--- config.mk ---
export PLATFORM = sky130hd
export DESIGN_NAME = csco_top
export DESIGN_NICKNAME = d
export VERILOG_FILES = /design/src/rtl/csco_pkg.sv /design/src/rtl/csco_lane_sync.sv /design/src/rtl/csco_top.sv
export SDC_FILE = /design/constraint.sdc
export NUM_CORES = 1
export LEC_CHECK = 0
export BUFFER_PORTS_ARGS = -buffer_cell sky130_fd_sc_hd__buf_2
export CORE_ASPECT_RATIO = 1.25
export CORE_MARGIN = 1.5
export CORE_UTILIZATION = 36
export DETAILED_ROUTE_END_ITERATION = 7
export PLACE_DENSITY = 0.74
export SLEW_MARGIN = 20
export SYNTH_ARGS = -nofsm -noshare
export SYNTH_HDL_FRONTEND = slang
export SYNTH_SLANG_ARGS = --single-unit
--- constraint.sdc ---
create_clock -name ref_clk -period 2.34 [get_ports ref_clk]
set_input_delay 0.117 -clock ref_clk [delete_from_list [all_inputs] [get_ports ref_clk]]
set_output_delay 0.117 -clock ref_clk [all_outputs]
set_load 0.01 [all_outputs]
--- src/rtl/csco_pkg.sv ---
// Package: register map, field positions and constants of the channel status and clock-out block
package csco_pkg;

  localparam int          ADDR_W          = 5;
  localparam int          DATA_W          = 32;
  localparam logic [ADDR_W-1:0] OFS_CTRL     = 5'h00;
  localparam logic [ADDR_W-1:0] OFS_STATUS   = 5'h04;
  localparam logic [ADDR_W-1:0] OFS_IRQ_STAT = 5'h08;
  localparam logic [ADDR_W-1:0] OFS_IRQ_CLR  = 5'h0C;
  localparam logic [ADDR_W-1:0] OFS_IRQ_EN   = 5'h10;

  // Control register fields
  localparam int          CTL_LOS_EN      = 0;
  localparam int          CTL_OBS_SEL_LO  = 1;
  localparam int          CTL_OBS_SEL_W   = 2;
  localparam int          CTL_REG_PD      = 3;
  localparam int          CTL_GPS_MODE    = 4;
  localparam int          CTL_REFSEL_A    = 5;
  localparam int          CTL_REFSEL_B    = 6;
  localparam int          CTL_CLKSRC_A    = 7;
  localparam int          CTL_CLKSRC_B    = 8;
  localparam int          CTL_CLKEN_A     = 9;
  localparam int          CTL_CLKEN_B     = 10;
  localparam int          CTL_W           = 11;
  localparam logic [CTL_W-1:0] CTL_RESET  = 11'h601;

  // Status and event fields
  localparam int          ST_LOS          = 0;
  localparam int          ST_PARTNER_OK   = 1;
  localparam int          ST_TX_OK        = 2;
  localparam int          ST_PD_B         = 3;
  localparam int          ST_W            = 4;
  localparam int          EV_W            = 4;
  localparam int          EV_LOS_SET      = 0;
  localparam int          EV_LOS_CLR      = 1;
  localparam int          EV_PARTNER_CHG  = 2;
  localparam int          EV_PD_EXIT      = 3;

  // Observation selector codes on the loss-of-signal pin
  localparam logic [1:0]  OBS_LOS         = 2'h0;
  localparam logic [1:0]  OBS_PARTNER_OK  = 2'h1;
  localparam logic [1:0]  OBS_TX_OK       = 2'h2;
  localparam logic [1:0]  OBS_PD          = 2'h3;

  // Output clock divider selections
  localparam int          DIV_BYTE_16     = 16;
  localparam int          DIV_BYTE_20     = 20;
  localparam int          DIV_VCO_FULL    = 8;
  localparam int          DIV_VCO_SUB     = 4;

endpackage : csco_pkg

--- src/rtl/csco_lane_sync.sv ---
`timescale 1ns/1ps
// Two-flop level synchroniser for one lane status bit
module csco_lane_sync
  import csco_pkg::*;
(
  input  wire logic clk,     // Block clock
  input  wire logic rst_n,   // Synchronised reset, active low
  input  wire logic din,     // Asynchronous level
  output logic      dout     // Synchronised level
);

  logic s1_r;
  logic s2_r;

  always_ff @(posedge clk or negedge rst_n) begin
    if (!rst_n) begin
      s1_r <= 1'b0;
      s2_r <= 1'b0;
    end else begin
      s1_r <= din;
      s2_r <= s1_r;
    end
  end

  assign dout = s2_r;

endmodule : csco_lane_sync

--- src/rtl/csco_top.sv ---
`timescale 1ns/1ps
// Channel B status pins, power down, reference select and output clock control
module csco_top
  import csco_pkg::*;
(
  input  wire logic              ref_clk,                         // 20 MHz block clock
  input  wire logic              arst_n,                          // Device reset, active low
  input  wire logic              wb_cyc_i,                        // Wishbone cycle
  input  wire logic              wb_stb_i,                        // Wishbone strobe
  input  wire logic              wb_we_i,                         // Wishbone write enable
  input  wire logic [ADDR_W-1:0] wb_adr_i,                        // Wishbone byte address
  input  wire logic [3:0]        wb_sel_i,                        // Wishbone byte selects
  input  wire logic [DATA_W-1:0] wb_dat_i,                        // Wishbone write data
  output logic      [DATA_W-1:0] wb_dat_o,                        // Wishbone read data
  output logic                   wb_ack_o,                        // Wishbone acknowledge
  input  wire logic              rx_below_low_thresh_b,           // Swing at or below low threshold
  input  wire logic              rx_above_high_thresh_b,          // Swing above high threshold
  input  wire logic              partner_rx_lanes_aligned_in_b,   // Partner receive alignment level
  input  wire logic              tx_lanes_aligned_b,              // Internal transmit alignment
  input  wire logic              channel_b_power_down_n,          // Channel B power down, active low
  input  wire logic              channel_a_power_down_n,          // Channel A power down, active low
  input  wire logic              reference_clock_zero,            // Reference clock zero
  input  wire logic              reference_clock_one,             // Reference clock one
  input  wire logic              byte_clk_a,                      // Channel A recovered byte clock
  input  wire logic              byte_clk_b,                      // Channel B recovered byte clock
  input  wire logic              vco_half_clk_a,                  // Channel A VCO clock halved
  input  wire logic              vco_half_clk_b,                  // Channel B VCO clock halved
  output logic                   ref_clk_sel_a,                   // Channel A reference choice
  output logic                   ref_clk_sel_b,                   // Channel B reference choice
  output logic                   channel_a_ref_clk,               // Channel A chosen reference
  output logic                   channel_b_ref_clk,               // Channel B chosen reference
  output logic                   channel_a_output_clock,          // Channel A output clock
  output logic                   channel_a_output_clock_oe,       // Channel A output clock enable
  output logic                   channel_b_output_clock,          // Channel B output clock
  output logic                   channel_b_output_clock_oe,       // Channel B output clock enable
  output logic                   rx_signal_loss_flag_b,           // Loss-of-signal pin level
  output logic                   rx_signal_loss_flag_b_oe,        // Loss-of-signal pin enable
  output logic                   tx_lanes_aligned_out_b,          // Transmit alignment to partner
  output logic                   channel_b_powered_down,          // Channel B power-down state
  output logic                   irq                              // Interrupt, active high level
);

  ////////////////////////////////////////////////////////////////////////////////
  // Reset release
  logic rst_s1_r;
  logic rst_n_r;

  always_ff @(posedge ref_clk or negedge arst_n) begin
    if (!arst_n) begin
      rst_s1_r <= 1'b0;
      rst_n_r  <= 1'b0;
    end else begin
      rst_s1_r <= 1'b1;
      rst_n_r  <= rst_s1_r;
    end
  end

  ////////////////////////////////////////////////////////////////////////////////
  // Synchronisers
  logic partner_ok_s;
  logic pd_b_s;
  logic pd_a_s;
  // Power-down pins inverted before syncing: reset reads as powered up

  csco_lane_sync u_sync_partner (
    .clk   (ref_clk),
    .rst_n (rst_n_r),
    .din   (partner_rx_lanes_aligned_in_b),
    .dout  (partner_ok_s)
  );

  csco_lane_sync u_sync_pdb (
    .clk   (ref_clk),
    .rst_n (rst_n_r),
    .din   (!channel_b_power_down_n),
    .dout  (pd_b_s)
  );

  csco_lane_sync u_sync_pda (
    .clk   (ref_clk),
    .rst_n (rst_n_r),
    .din   (!channel_a_power_down_n),
    .dout  (pd_a_s)
  );

  ////////////////////////////////////////////////////////////////////////////////
  // Registers and state
  logic [CTL_W-1:0]  ctrl_r,      ctrl_nxt;
  logic [EV_W-1:0]   irq_stat_r,  irq_stat_nxt;
  logic [EV_W-1:0]   irq_en_r,    irq_en_nxt;
  logic              los_r,       los_nxt;
  logic              partner_q_r, partner_q_nxt;
  logic              pd_q_r,      pd_q_nxt;
  logic              ack_r,       ack_nxt;
  logic [DATA_W-1:0] rdat_r,      rdat_nxt;
  logic [EV_W-1:0]   ev;
  logic [EV_W-1:0]   clr_mask;
  logic              pd_b;
  logic              reg_pd;
  logic              gps_mode;
  logic              bus_req;
  logic              wr_ctrl;
  logic              wr_clr;
  logic              wr_en;
  logic              bus_wr;
  logic [DATA_W-1:0] ctrl_word;
  logic [DATA_W-1:0] en_word;
  logic [DATA_W-1:0] clr_word;

  // Merge byte lanes of a write into an old value
  function automatic logic [DATA_W-1:0] merge_bytes(input logic [DATA_W-1:0] old_v,
                                                    input logic [DATA_W-1:0] new_v,
                                                    input logic [3:0]        sel);
    logic [DATA_W-1:0] res;
    res = old_v;
    for (int i = 0; i < 4; i++) begin
      if (sel[i]) begin
        res[i*8 +: 8] = new_v[i*8 +: 8];
      end
    end
    return res;
  endfunction : merge_bytes

  assign reg_pd   = ctrl_r[CTL_REG_PD];
  assign gps_mode = ctrl_r[CTL_GPS_MODE];
  assign pd_b     = pd_b_s;
  assign bus_req  = wb_cyc_i && wb_stb_i && !ack_r;
  // Writes land at the edge where the master sees ack high
  assign bus_wr   = wb_cyc_i && wb_stb_i && wb_we_i && ack_r;
  assign wr_ctrl  = bus_wr && (wb_adr_i == OFS_CTRL);
  assign wr_clr   = bus_wr && (wb_adr_i == OFS_IRQ_CLR);
  assign wr_en    = bus_wr && (wb_adr_i == OFS_IRQ_EN);
  // Byte-merged write words
  assign ctrl_word = merge_bytes(DATA_W'(ctrl_r), wb_dat_i, wb_sel_i);
  assign en_word   = merge_bytes(DATA_W'(irq_en_r), wb_dat_i, wb_sel_i);
  assign clr_word  = merge_bytes('0, wb_dat_i, wb_sel_i);
  assign clr_mask = wr_clr ? clr_word[EV_W-1:0] : '0;

  always_comb begin
    ctrl_nxt      = ctrl_r;
    irq_en_nxt    = irq_en_r;
    los_nxt       = los_r;
    partner_q_nxt = partner_ok_s;
    pd_q_nxt      = pd_b;
    ack_nxt       = bus_req;
    rdat_nxt      = rdat_r;
    // Hysteresis: hold the last value between the two thresholds
    if (pd_b || reg_pd || !ctrl_r[CTL_LOS_EN]) begin
      los_nxt = 1'b0;
    end else if (rx_below_low_thresh_b) begin
      los_nxt = 1'b1;
    end else if (rx_above_high_thresh_b) begin
      los_nxt = 1'b0;
    end
    if (wr_ctrl) begin
      ctrl_nxt = ctrl_word[CTL_W-1:0];
    end
    if (wr_en) begin
      irq_en_nxt = en_word[EV_W-1:0];
    end
    // Read data loads at the taking edge and stands while ack is high
    if (bus_req && !wb_we_i) begin
      case (wb_adr_i)
        OFS_CTRL:            rdat_nxt = DATA_W'(ctrl_r);
        OFS_STATUS:          rdat_nxt = DATA_W'({pd_b, tx_lanes_aligned_out_b, partner_ok_s, los_r});
        OFS_IRQ_STAT:        rdat_nxt = DATA_W'(irq_stat_r);
        OFS_IRQ_EN:          rdat_nxt = DATA_W'(irq_en_r);
        default:             rdat_nxt = '0;
      endcase
    end
  end

  // Events; a set in the same cycle as a clear wins
  always_comb begin
    ev                 = '0;
    ev[EV_LOS_SET]     = los_nxt && !los_r;
    ev[EV_LOS_CLR]     = !los_nxt && los_r;
    ev[EV_PARTNER_CHG] = gps_mode && (partner_ok_s != partner_q_r);
    ev[EV_PD_EXIT]     = pd_q_r && !pd_b;
    irq_stat_nxt       = (irq_stat_r & ~clr_mask) | ev;
  end

  always_ff @(posedge ref_clk or negedge rst_n_r) begin
    if (!rst_n_r) begin
      ctrl_r      <= CTL_RESET;
      irq_stat_r  <= '0;
      irq_en_r    <= '0;
      los_r       <= 1'b0;
      partner_q_r <= 1'b0;
      pd_q_r      <= 1'b0;
      ack_r       <= 1'b0;
      rdat_r      <= '0;
    end else begin
      ctrl_r      <= ctrl_nxt;
      irq_stat_r  <= irq_stat_nxt;
      irq_en_r    <= irq_en_nxt;
      los_r       <= los_nxt;
      partner_q_r <= partner_q_nxt;
      pd_q_r      <= pd_q_nxt;
      ack_r       <= ack_nxt;
      rdat_r      <= rdat_nxt;
    end
  end

  assign wb_ack_o = ack_r;
  assign wb_dat_o = rdat_r;
  assign irq      = |(irq_stat_r & irq_en_r);

  ////////////////////////////////////////////////////////////////////////////////
  // Pins
  logic obs_val;
  logic in_reset;

  assign in_reset = !rst_n_r;

  always_comb begin
    case (ctrl_r[CTL_OBS_SEL_LO +: CTL_OBS_SEL_W])
      OBS_LOS:        obs_val = los_r;
      OBS_PARTNER_OK: obs_val = partner_ok_s;
      OBS_TX_OK:      obs_val = tx_lanes_aligned_out_b;
      OBS_PD:         obs_val = pd_b;
      default:        obs_val = los_r;
    endcase
  end

  assign rx_signal_loss_flag_b    = in_reset ? 1'b0 : obs_val;
  assign rx_signal_loss_flag_b_oe = in_reset || !(pd_b || reg_pd);
  assign tx_lanes_aligned_out_b   = gps_mode && !in_reset && tx_lanes_aligned_b;
  assign channel_b_powered_down   = pd_b || reg_pd;

  assign ref_clk_sel_a     = ctrl_r[CTL_REFSEL_A];
  assign ref_clk_sel_b     = ctrl_r[CTL_REFSEL_B];
  assign channel_a_ref_clk = ref_clk_sel_a ? reference_clock_one : reference_clock_zero;
  assign channel_b_ref_clk = ref_clk_sel_b ? reference_clock_one : reference_clock_zero;

  logic clk_float;
  // Pin power down floats the clocks only when both channels are down
  assign clk_float = in_reset || (pd_b && pd_a_s) || reg_pd;

  assign channel_a_output_clock    = ctrl_r[CTL_CLKSRC_A] ? vco_half_clk_a : byte_clk_a;
  assign channel_b_output_clock    = ctrl_r[CTL_CLKSRC_B] ? vco_half_clk_b : byte_clk_b;
  assign channel_a_output_clock_oe = ctrl_r[CTL_CLKEN_A] && !clk_float;
  assign channel_b_output_clock_oe = ctrl_r[CTL_CLKEN_B] && !clk_float;

  ////////////////////////////////////////////////////////////////////////////////
  // Assertions
  AST_LOS_RESET_LOW: assert property (@(posedge ref_clk)
    in_reset |-> (rx_signal_loss_flag_b_oe && !rx_signal_loss_flag_b)) else $error("loss pin not low in reset");
  AST_LOS_FLOAT_PD: assert property (@(posedge ref_clk) disable iff (in_reset)
    (pd_b || reg_pd) |-> !rx_signal_loss_flag_b_oe) else $error("loss pin driven in power down");
  AST_LOS_SET: assert property (@(posedge ref_clk) disable iff (in_reset)
    (rx_below_low_thresh_b && ctrl_r[CTL_LOS_EN] && !pd_b && !reg_pd) |=> los_r) else $error("loss not set");
  AST_LOS_CLR: assert property (@(posedge ref_clk) disable iff (in_reset)
    (rx_above_high_thresh_b && !rx_below_low_thresh_b) |=> !los_r) else $error("loss not cleared");
  AST_LOS_HOLD: assert property (@(posedge ref_clk) disable iff (in_reset)
    (!rx_below_low_thresh_b && !rx_above_high_thresh_b && ctrl_r[CTL_LOS_EN] && !pd_b && !reg_pd)
    |=> $stable(los_r)) else $error("loss changed between thresholds");
  AST_PD_FOLLOW: assert property (@(posedge ref_clk) disable iff (in_reset)
    !channel_b_power_down_n [*3] |-> channel_b_powered_down) else $error("power down not taken");
  AST_TX_OK: assert property (@(posedge ref_clk) disable iff (in_reset)
    gps_mode |-> (tx_lanes_aligned_out_b == tx_lanes_aligned_b)) else $error("alignment output wrong");
  AST_CLK_FLOAT: assert property (@(posedge ref_clk)
    (in_reset || reg_pd) |-> (!channel_a_output_clock_oe && !channel_b_output_clock_oe))
    else $error("output clock driven while floating");
  AST_PARTNER_EV: assert property (@(posedge ref_clk) disable iff (in_reset)
    (gps_mode && partner_ok_s != partner_q_r) |=> irq_stat_r[EV_PARTNER_CHG]) else $error("partner event lost");
  AST_ACK_PULSE: assert property (@(posedge ref_clk) disable iff (in_reset)
    wb_ack_o |=> !wb_ack_o) else $error("ack held two cycles");
  AST_ACK_ANSWER: assert property (@(posedge ref_clk) disable iff (in_reset)
    bus_req |=> wb_ack_o) else $error("request not answered");
  AST_PD_EXIT_EV: assert property (@(posedge ref_clk) disable iff (in_reset)
    (pd_q_r && !pd_b) |=> irq_stat_r[EV_PD_EXIT]) else $error("power-down exit event lost");
  AST_CLK_PIN_PD: assert property (@(posedge ref_clk) disable iff (in_reset)
    (pd_b && pd_a_s) |-> (!channel_a_output_clock_oe && !channel_b_output_clock_oe)) else $error("clock not floating");
  AST_TX_LOW_OFF: assert property (@(posedge ref_clk) disable iff (in_reset)
    !gps_mode |-> !tx_lanes_aligned_out_b) else $error("alignment output outside mode");
  AST_IRQ_STICKY: assert property (@(posedge ref_clk) disable iff (in_reset)
    (irq_stat_r[EV_LOS_SET] && !clr_mask[EV_LOS_SET]) |=> irq_stat_r[EV_LOS_SET]) else $error("status not sticky");

  COV_LOS_RISE:  cover property (@(posedge ref_clk) disable iff (in_reset) $rose(los_r));
  COV_PD_EXIT:   cover property (@(posedge ref_clk) disable iff (in_reset) ev[EV_PD_EXIT]);
  COV_IRQ:       cover property (@(posedge ref_clk) disable iff (in_reset) $rose(irq));
  COV_VCO_CLK:   cover property (@(posedge ref_clk) disable iff (in_reset)
    ctrl_r[CTL_CLKSRC_B] && channel_b_output_clock_oe);
  COV_PARTNER:   cover property (@(posedge ref_clk) disable iff (in_reset) ev[EV_PARTNER_CHG]);

endmodule : csco_top

---- Yosys cells after proc, flatten, opt, wreduce, memory -nomap -nowiden ----
Index checks and enable logic that the tools add are counted.
storage, ports and cells
  bits in registers ....................... 63
  logic and storage cells ................. 80
cells by class
  equal/unequal tests ..................... 8
  muxes and demuxes ....................... 12
  bitwise logic cells ..................... 4
  reductions and logical operators ........ 39
operator list
  operator                                        count
  case mux 11 bit (4 select lines)                1
  logical AND 1 bit                               17
  logical NOT 1 bit                               11
  == test 5 x 4 -> 1 bit (second input constant)  2
  AND 4 bit                                       2
  2-to-1 mux 1 bit                                8
  2-to-1 mux 4 bit                                2
  AND reduction 2 bit                             3
  == test 5 x 3 -> 1 bit (second input constant)  1
  == test 5 bit (second input constant)           1
  logical NOT 5 bit                               1
  logical OR 1 bit                                5
  == test 2 bit (second input constant)           2
  NOT 4 bit                                       1
  bitwise OR 4 bit                                1
  case mux 1 bit (4 select lines)                 1
  OR reduction 4 bit                              1
  == test 2 x 1 -> 1 bit (second input constant)  1
  logical NOT 2 bit                               1
  inequality test 1 bit                           1

---- Longest topological paths before layout ----
  depth after elaboration ................. 8
  mapped depth ............................ 6
  gate-level depth less buffers ........... 4

---- Cells and area by module ----
Synthesis repeated with hierarchy kept, for this count alone.
second synthesis, totals
  cells, all modules ...................... 186
  area total of the unflattened synthesis .. 2068.2 um^2
by module, submodules not included
  module          times used  cells each  area each (um^2)  seq. area each (um^2)
  csco_top        1           180         1918.1            904.6
  csco_lane_sync  3           2           50.0              50.0

---- Worst setup path after synthesis ----
No wires, ideal clock.
  kind .................................... register -> output
  start ................................... reg rst_n_r
  end ..................................... out rx_signal_loss_flag_b
  data arrival time ....................... 1.991 ns
  required time ........................... 2.223 ns
  path slack .............................. 0.232 ns
  stages on the path, launching flop included .. 4
  buffers on the path ..................... 0
  path through ............................ dfrtp_1 > and3_1 > mux4_2 > and2_1
between the ends
  word-level cells in the longest chain between the ends .. 4
ends and longest elaborated chain
  what                             RTL line         text
  start: declaration               csco_top.sv:46   logic rst_n_r;
  start signal: assignment         csco_top.sv:54   rst_n_r <= rst_s1_r;
  logical AND 1 bit (2 in a row)   csco_top.sv:228  assign tx_lanes_aligned_out_b = gps_mode && !in_reset && tx_lanes_aligned_b;
  net tx_lanes_aligned_out_b       csco_top.sv:38   output logic tx_lanes_aligned_out_b,
  case mux 1 bit (4 select lines)  csco_top.sv:217  case (ctrl_r[CTL_OBS_SEL_LO +: CTL_OBS_SEL_W])
  2-to-1 mux 1 bit                 csco_top.sv:226  assign rx_signal_loss_flag_b = in_reset ? 1'b0 : obs_val;
  end: declaration                 csco_top.sv:36   output logic rx_signal_loss_flag_b,
The timed path passes the listed nets, and every way through them passes these cells.

---- Final worst setup path ----
  start ................................... reg rst_n_r
  end ..................................... out rx_signal_loss_flag_b
between the ends
  word-level cells in the longest chain between the ends .. 4
ends and longest elaborated chain
  what                             RTL line
  logical AND 1 bit (2 in a row)   csco_top.sv:228
  case mux 1 bit (4 select lines)  csco_top.sv:217
  2-to-1 mux 1 bit *               csco_top.sv:226
Mark *: on every way between the ends. The rest lies on a longest branch, timed or not.

==> results.toml <==
[run_status]
status = "complete, no violations"

[setup_path]
path_buf_inv = 1
cp.depth = 4
timing.critical_path.from = "rst_n_r"
critPathArrivalTime_ns = 1.67
critPathSlowestCell = "mux4_2"
r2r-start = "wb_ack_o"
criticalPathCategory = "flop to primary output"
startpoint_type = "flop"
cp_slowest_stage_delay_ns = 0.46
critPathMaxFanout = 3
cpLargestDelayFamily = "multiplexers"
end_kind = "primary output"
worstPathRequired_ns = 2.22
crit_chain = "and3_1, mux4_2, and2_1, buf_2"
r2r_cells = 4

[finish]
final_common_cell = "buf_2"
drive_gt1_frac = 0.4464
fin_nets = 290
areaGrowthSynthToFinish_pct = 20.74
num-fill-cells = 528
final_cell_mix = "buf_2 (59), dfrtp_1 (38), conb_1 (22)"
num_antenna_cells = 0

[pwr]
p_int_w = 0.001122
leakagePower_nw = 1.271
p_sw_frac = 0.2328
switching_power_w = 0.0003405
seq_power_share = 0.524
vdd_drop_max_uv = 338.2
pwr-share-clk = 0.383
combPwrFrac = 0.093
power_density_nw_per_um2 = 604.6

[clock_network]
cts_root_buf = "clkbuf_8"
clock-sinks = 42
htreeDepth = 2
hold_buffers = 4
clkTransAtPathRegs_ns = 0.09
cts.path.max_buffers = 2
cts-resized-gates = 0
postCtsSetupBuffers = 0
tritoncts.num_buffers = 5
cts_tree = "done"
clock_latency_ns = 0.29

[global_routing]
grt_overflow = 0
grt_max_degree = 43
antenna_found_initial = 0
grt_pass1_wl_um = 6513
grt_pass1_vias = 1300
track_usage = 0.1401

[timing]
worst_pin_slew_ns = 0.5881
max_clock_freq_mhz = 559.2
setup_ws_ns = 0.5518
finClkSkew_ns = 0.01174
tns_ns = 0
fin_crit_ns = 1.788
setup_viol = 0
rsz0062_at_grt = "false"
hold_viol = 0
max-slew-margin-rel = 0.6080
maxSlewViolCount = 0
fin_crit_sh = 0.7642

[routing]
vias = 1409
drc = 0
dr.max_layer_used = "met4"
detail-route-antenna-nets = 0
drt-vias-per-instance = 4.744
initialDrtViolationCount = 90
drt-total-wl_um = 3980
met3WireLength_um = 210
drtPass1Iterations = 4
wire_per_inst_um = 13.40
met1_length_um = 1722
met2WireLength_um = 1992

[logic_synthesis]
synth-seq-cells = 42
ys_seq_area_frac = 0.5265
syn_area_per_cell_um2 = 12.07
synth_compound_area_frac = 0.1187
synthCells = 166
synth-simple-area-share = 0.1087
ys_types = 40
synth-xor-area-share = 0.004372
netlist_area_um2 = 2003
synthAdderAreaFrac = 0
synth_top_family_by_area = "multiplexers"
yosys_warnings = 0
synthMuxAreaShare = 0.1230

[placement]
pre_cts_slack_ns = 0.7568
io_buffers = 59
place_congestion = 0.8213
post-dp-hpwl_um = 2968

[floorplanning]
fp.dieH_um = 86.40
dieArea_um2 = 6024
row_count = 30
ioPinCount = 104
fp.dieW_um = 69.72
start_util = 0.3706
core_area_um2 = 5405

[hold_path]
hp-class = "input port to flop"
hp-start = "wb_dat_i[7]"
worstHoldPathCells = 2

[flow_run]
maxCapViolations = 0
[worst reg2reg max path: stages, from the launching register on]
cell      delay, ns
dfrtp_1        0.41
and4_2         0.27
and2_2         0.21
nand4b_1       0.22
mux2_2         0.37
[sequential cells by signal, summed over array words and instances, names as in the netlist, 4 cells and up]
name,flops
irq_en_r,4
wb_dat_o,11
irq_stat_r,4
ctrl_r,11
[worst paths after layout]
path | end | slack [ns]
worst max-delay path | rx_signal_loss_flag_b | 0.55
worst min-delay path | ctrl_r[7] | 0.05
worst max register to register | irq_en_r[1] | 0.74
worst min register to register | rst_n_r | 0.35
max in group asynchronous | ctrl_r[0] | 1.59
min in group asynchronous | rst_n_r | 0.14
[metrics by stage]
stage | hold WS [ns] | cells | total power (W) | utilization | instance area (µm²)
global route | 0.04094 | 297 | 0.001528 | 0.4475 | 2419
global placement | -0.09722 | 285 | 0.0009084 | 0.4199 | 2270
floorplan | -0.1786 | 186 | 0.0008795 | - | 2078
finish | 0.04682 | 297 | 0.001462 | 0.4475 | 2419
CTS | 0.03864 | 297 | 0.001476 | 0.4475 | 2419
detailed placement | -0.09462 | 285 | 0.0009132 | 0.4199 | 2270
[logic make-up (layout without fill, tap and decap cells)]
kind of cell / after synthesis / in the layout
AOI/OAI and AO/OA: 30 / 30
xor gates and xnor gates: 1 / 1
buffers and inverters: 35 / 82
DFF: 42 / 42
muxes: 21 / 21
other: 2 / 22
and+or+nand+nor: 35 / 35
[per-layer routing]
| layer | GRT usage | vias up |
|---|---|---|
| met2 | 0.2264 | 43 |
| met1 | 0.1739 | 691 |
| met5 | 0 | - |
| li1 | - | 673 |
| met4 | 0.06818 | 0 |
| met3 | 0.03953 | 2 |
[area by class of cell]
class | count | area [µm²] | area share
multi-input combinational | 109 | 793.3 | 0.3280
inverter | 10 | 37.54 | 0.01552
tap | 64 | 80.08 | 0.03311
timing repair buffer | 64 | 342.8 | 0.1417
clock inverter | 3 | 40.04 | 0.01655
sequential | 42 | 1056 | 0.4366
clock buffer | 5 | 68.82 | 0.02845
[cell usage after synthesis, drive strengths merged]
library cell / n / area share
dfrtp: 39 / 0.49
buf: 23 / 0.087
mux2: 19 / 0.11
nand2: 11 / 0.021
a22o: 10 / 0.048
inv: 10 / 0.019
o21ai: 6 / 0.015
and2: 4 / 0.013
nor2: 4 / 0.011
nor2b: 4 / 0.012
a211o: 3 / 0.013
a32oi: 3 / 0.013
dfstp: 3 / 0.039
a21oi: 2 / 0.0050
a22oi: 2 / 0.0075
and3: 2 / 0.0062
and4: 2 / 0.0094
clkbuf: 2 / 0.0094
conb: 2 / 0.0037
o2bb2ai: 2 / 0.0087
a211oi: 1 / 0.0037
a221oi: 1 / 0.0044
mux2i: 1 / 0.0050
mux4: 1 / 0.011
nand3: 1 / 0.0050
nand4: 1 / 0.0031
nand4b: 1 / 0.0044
nor3: 1 / 0.0081
nor4b: 1 / 0.0044
or2: 1 / 0.0031
or3: 1 / 0.0031
or3b: 1 / 0.0044
xor2: 1 / 0.0044
[power by group through the flow]
stage	Clock (W)	Sequential (W)	Combinational (W)
final	0.000560	0.000766	0.000136
after global placement	0	0.000780	0.000129
after detailed placement	0	0.000781	0.000133
after CTS	0.000572	0.000766	0.000138
after floorplan	0	0.000790	0.0000900
after global routing	0.000605	0.000770	0.000153
No activity file was read; power rests on OpenSTA's default activity.
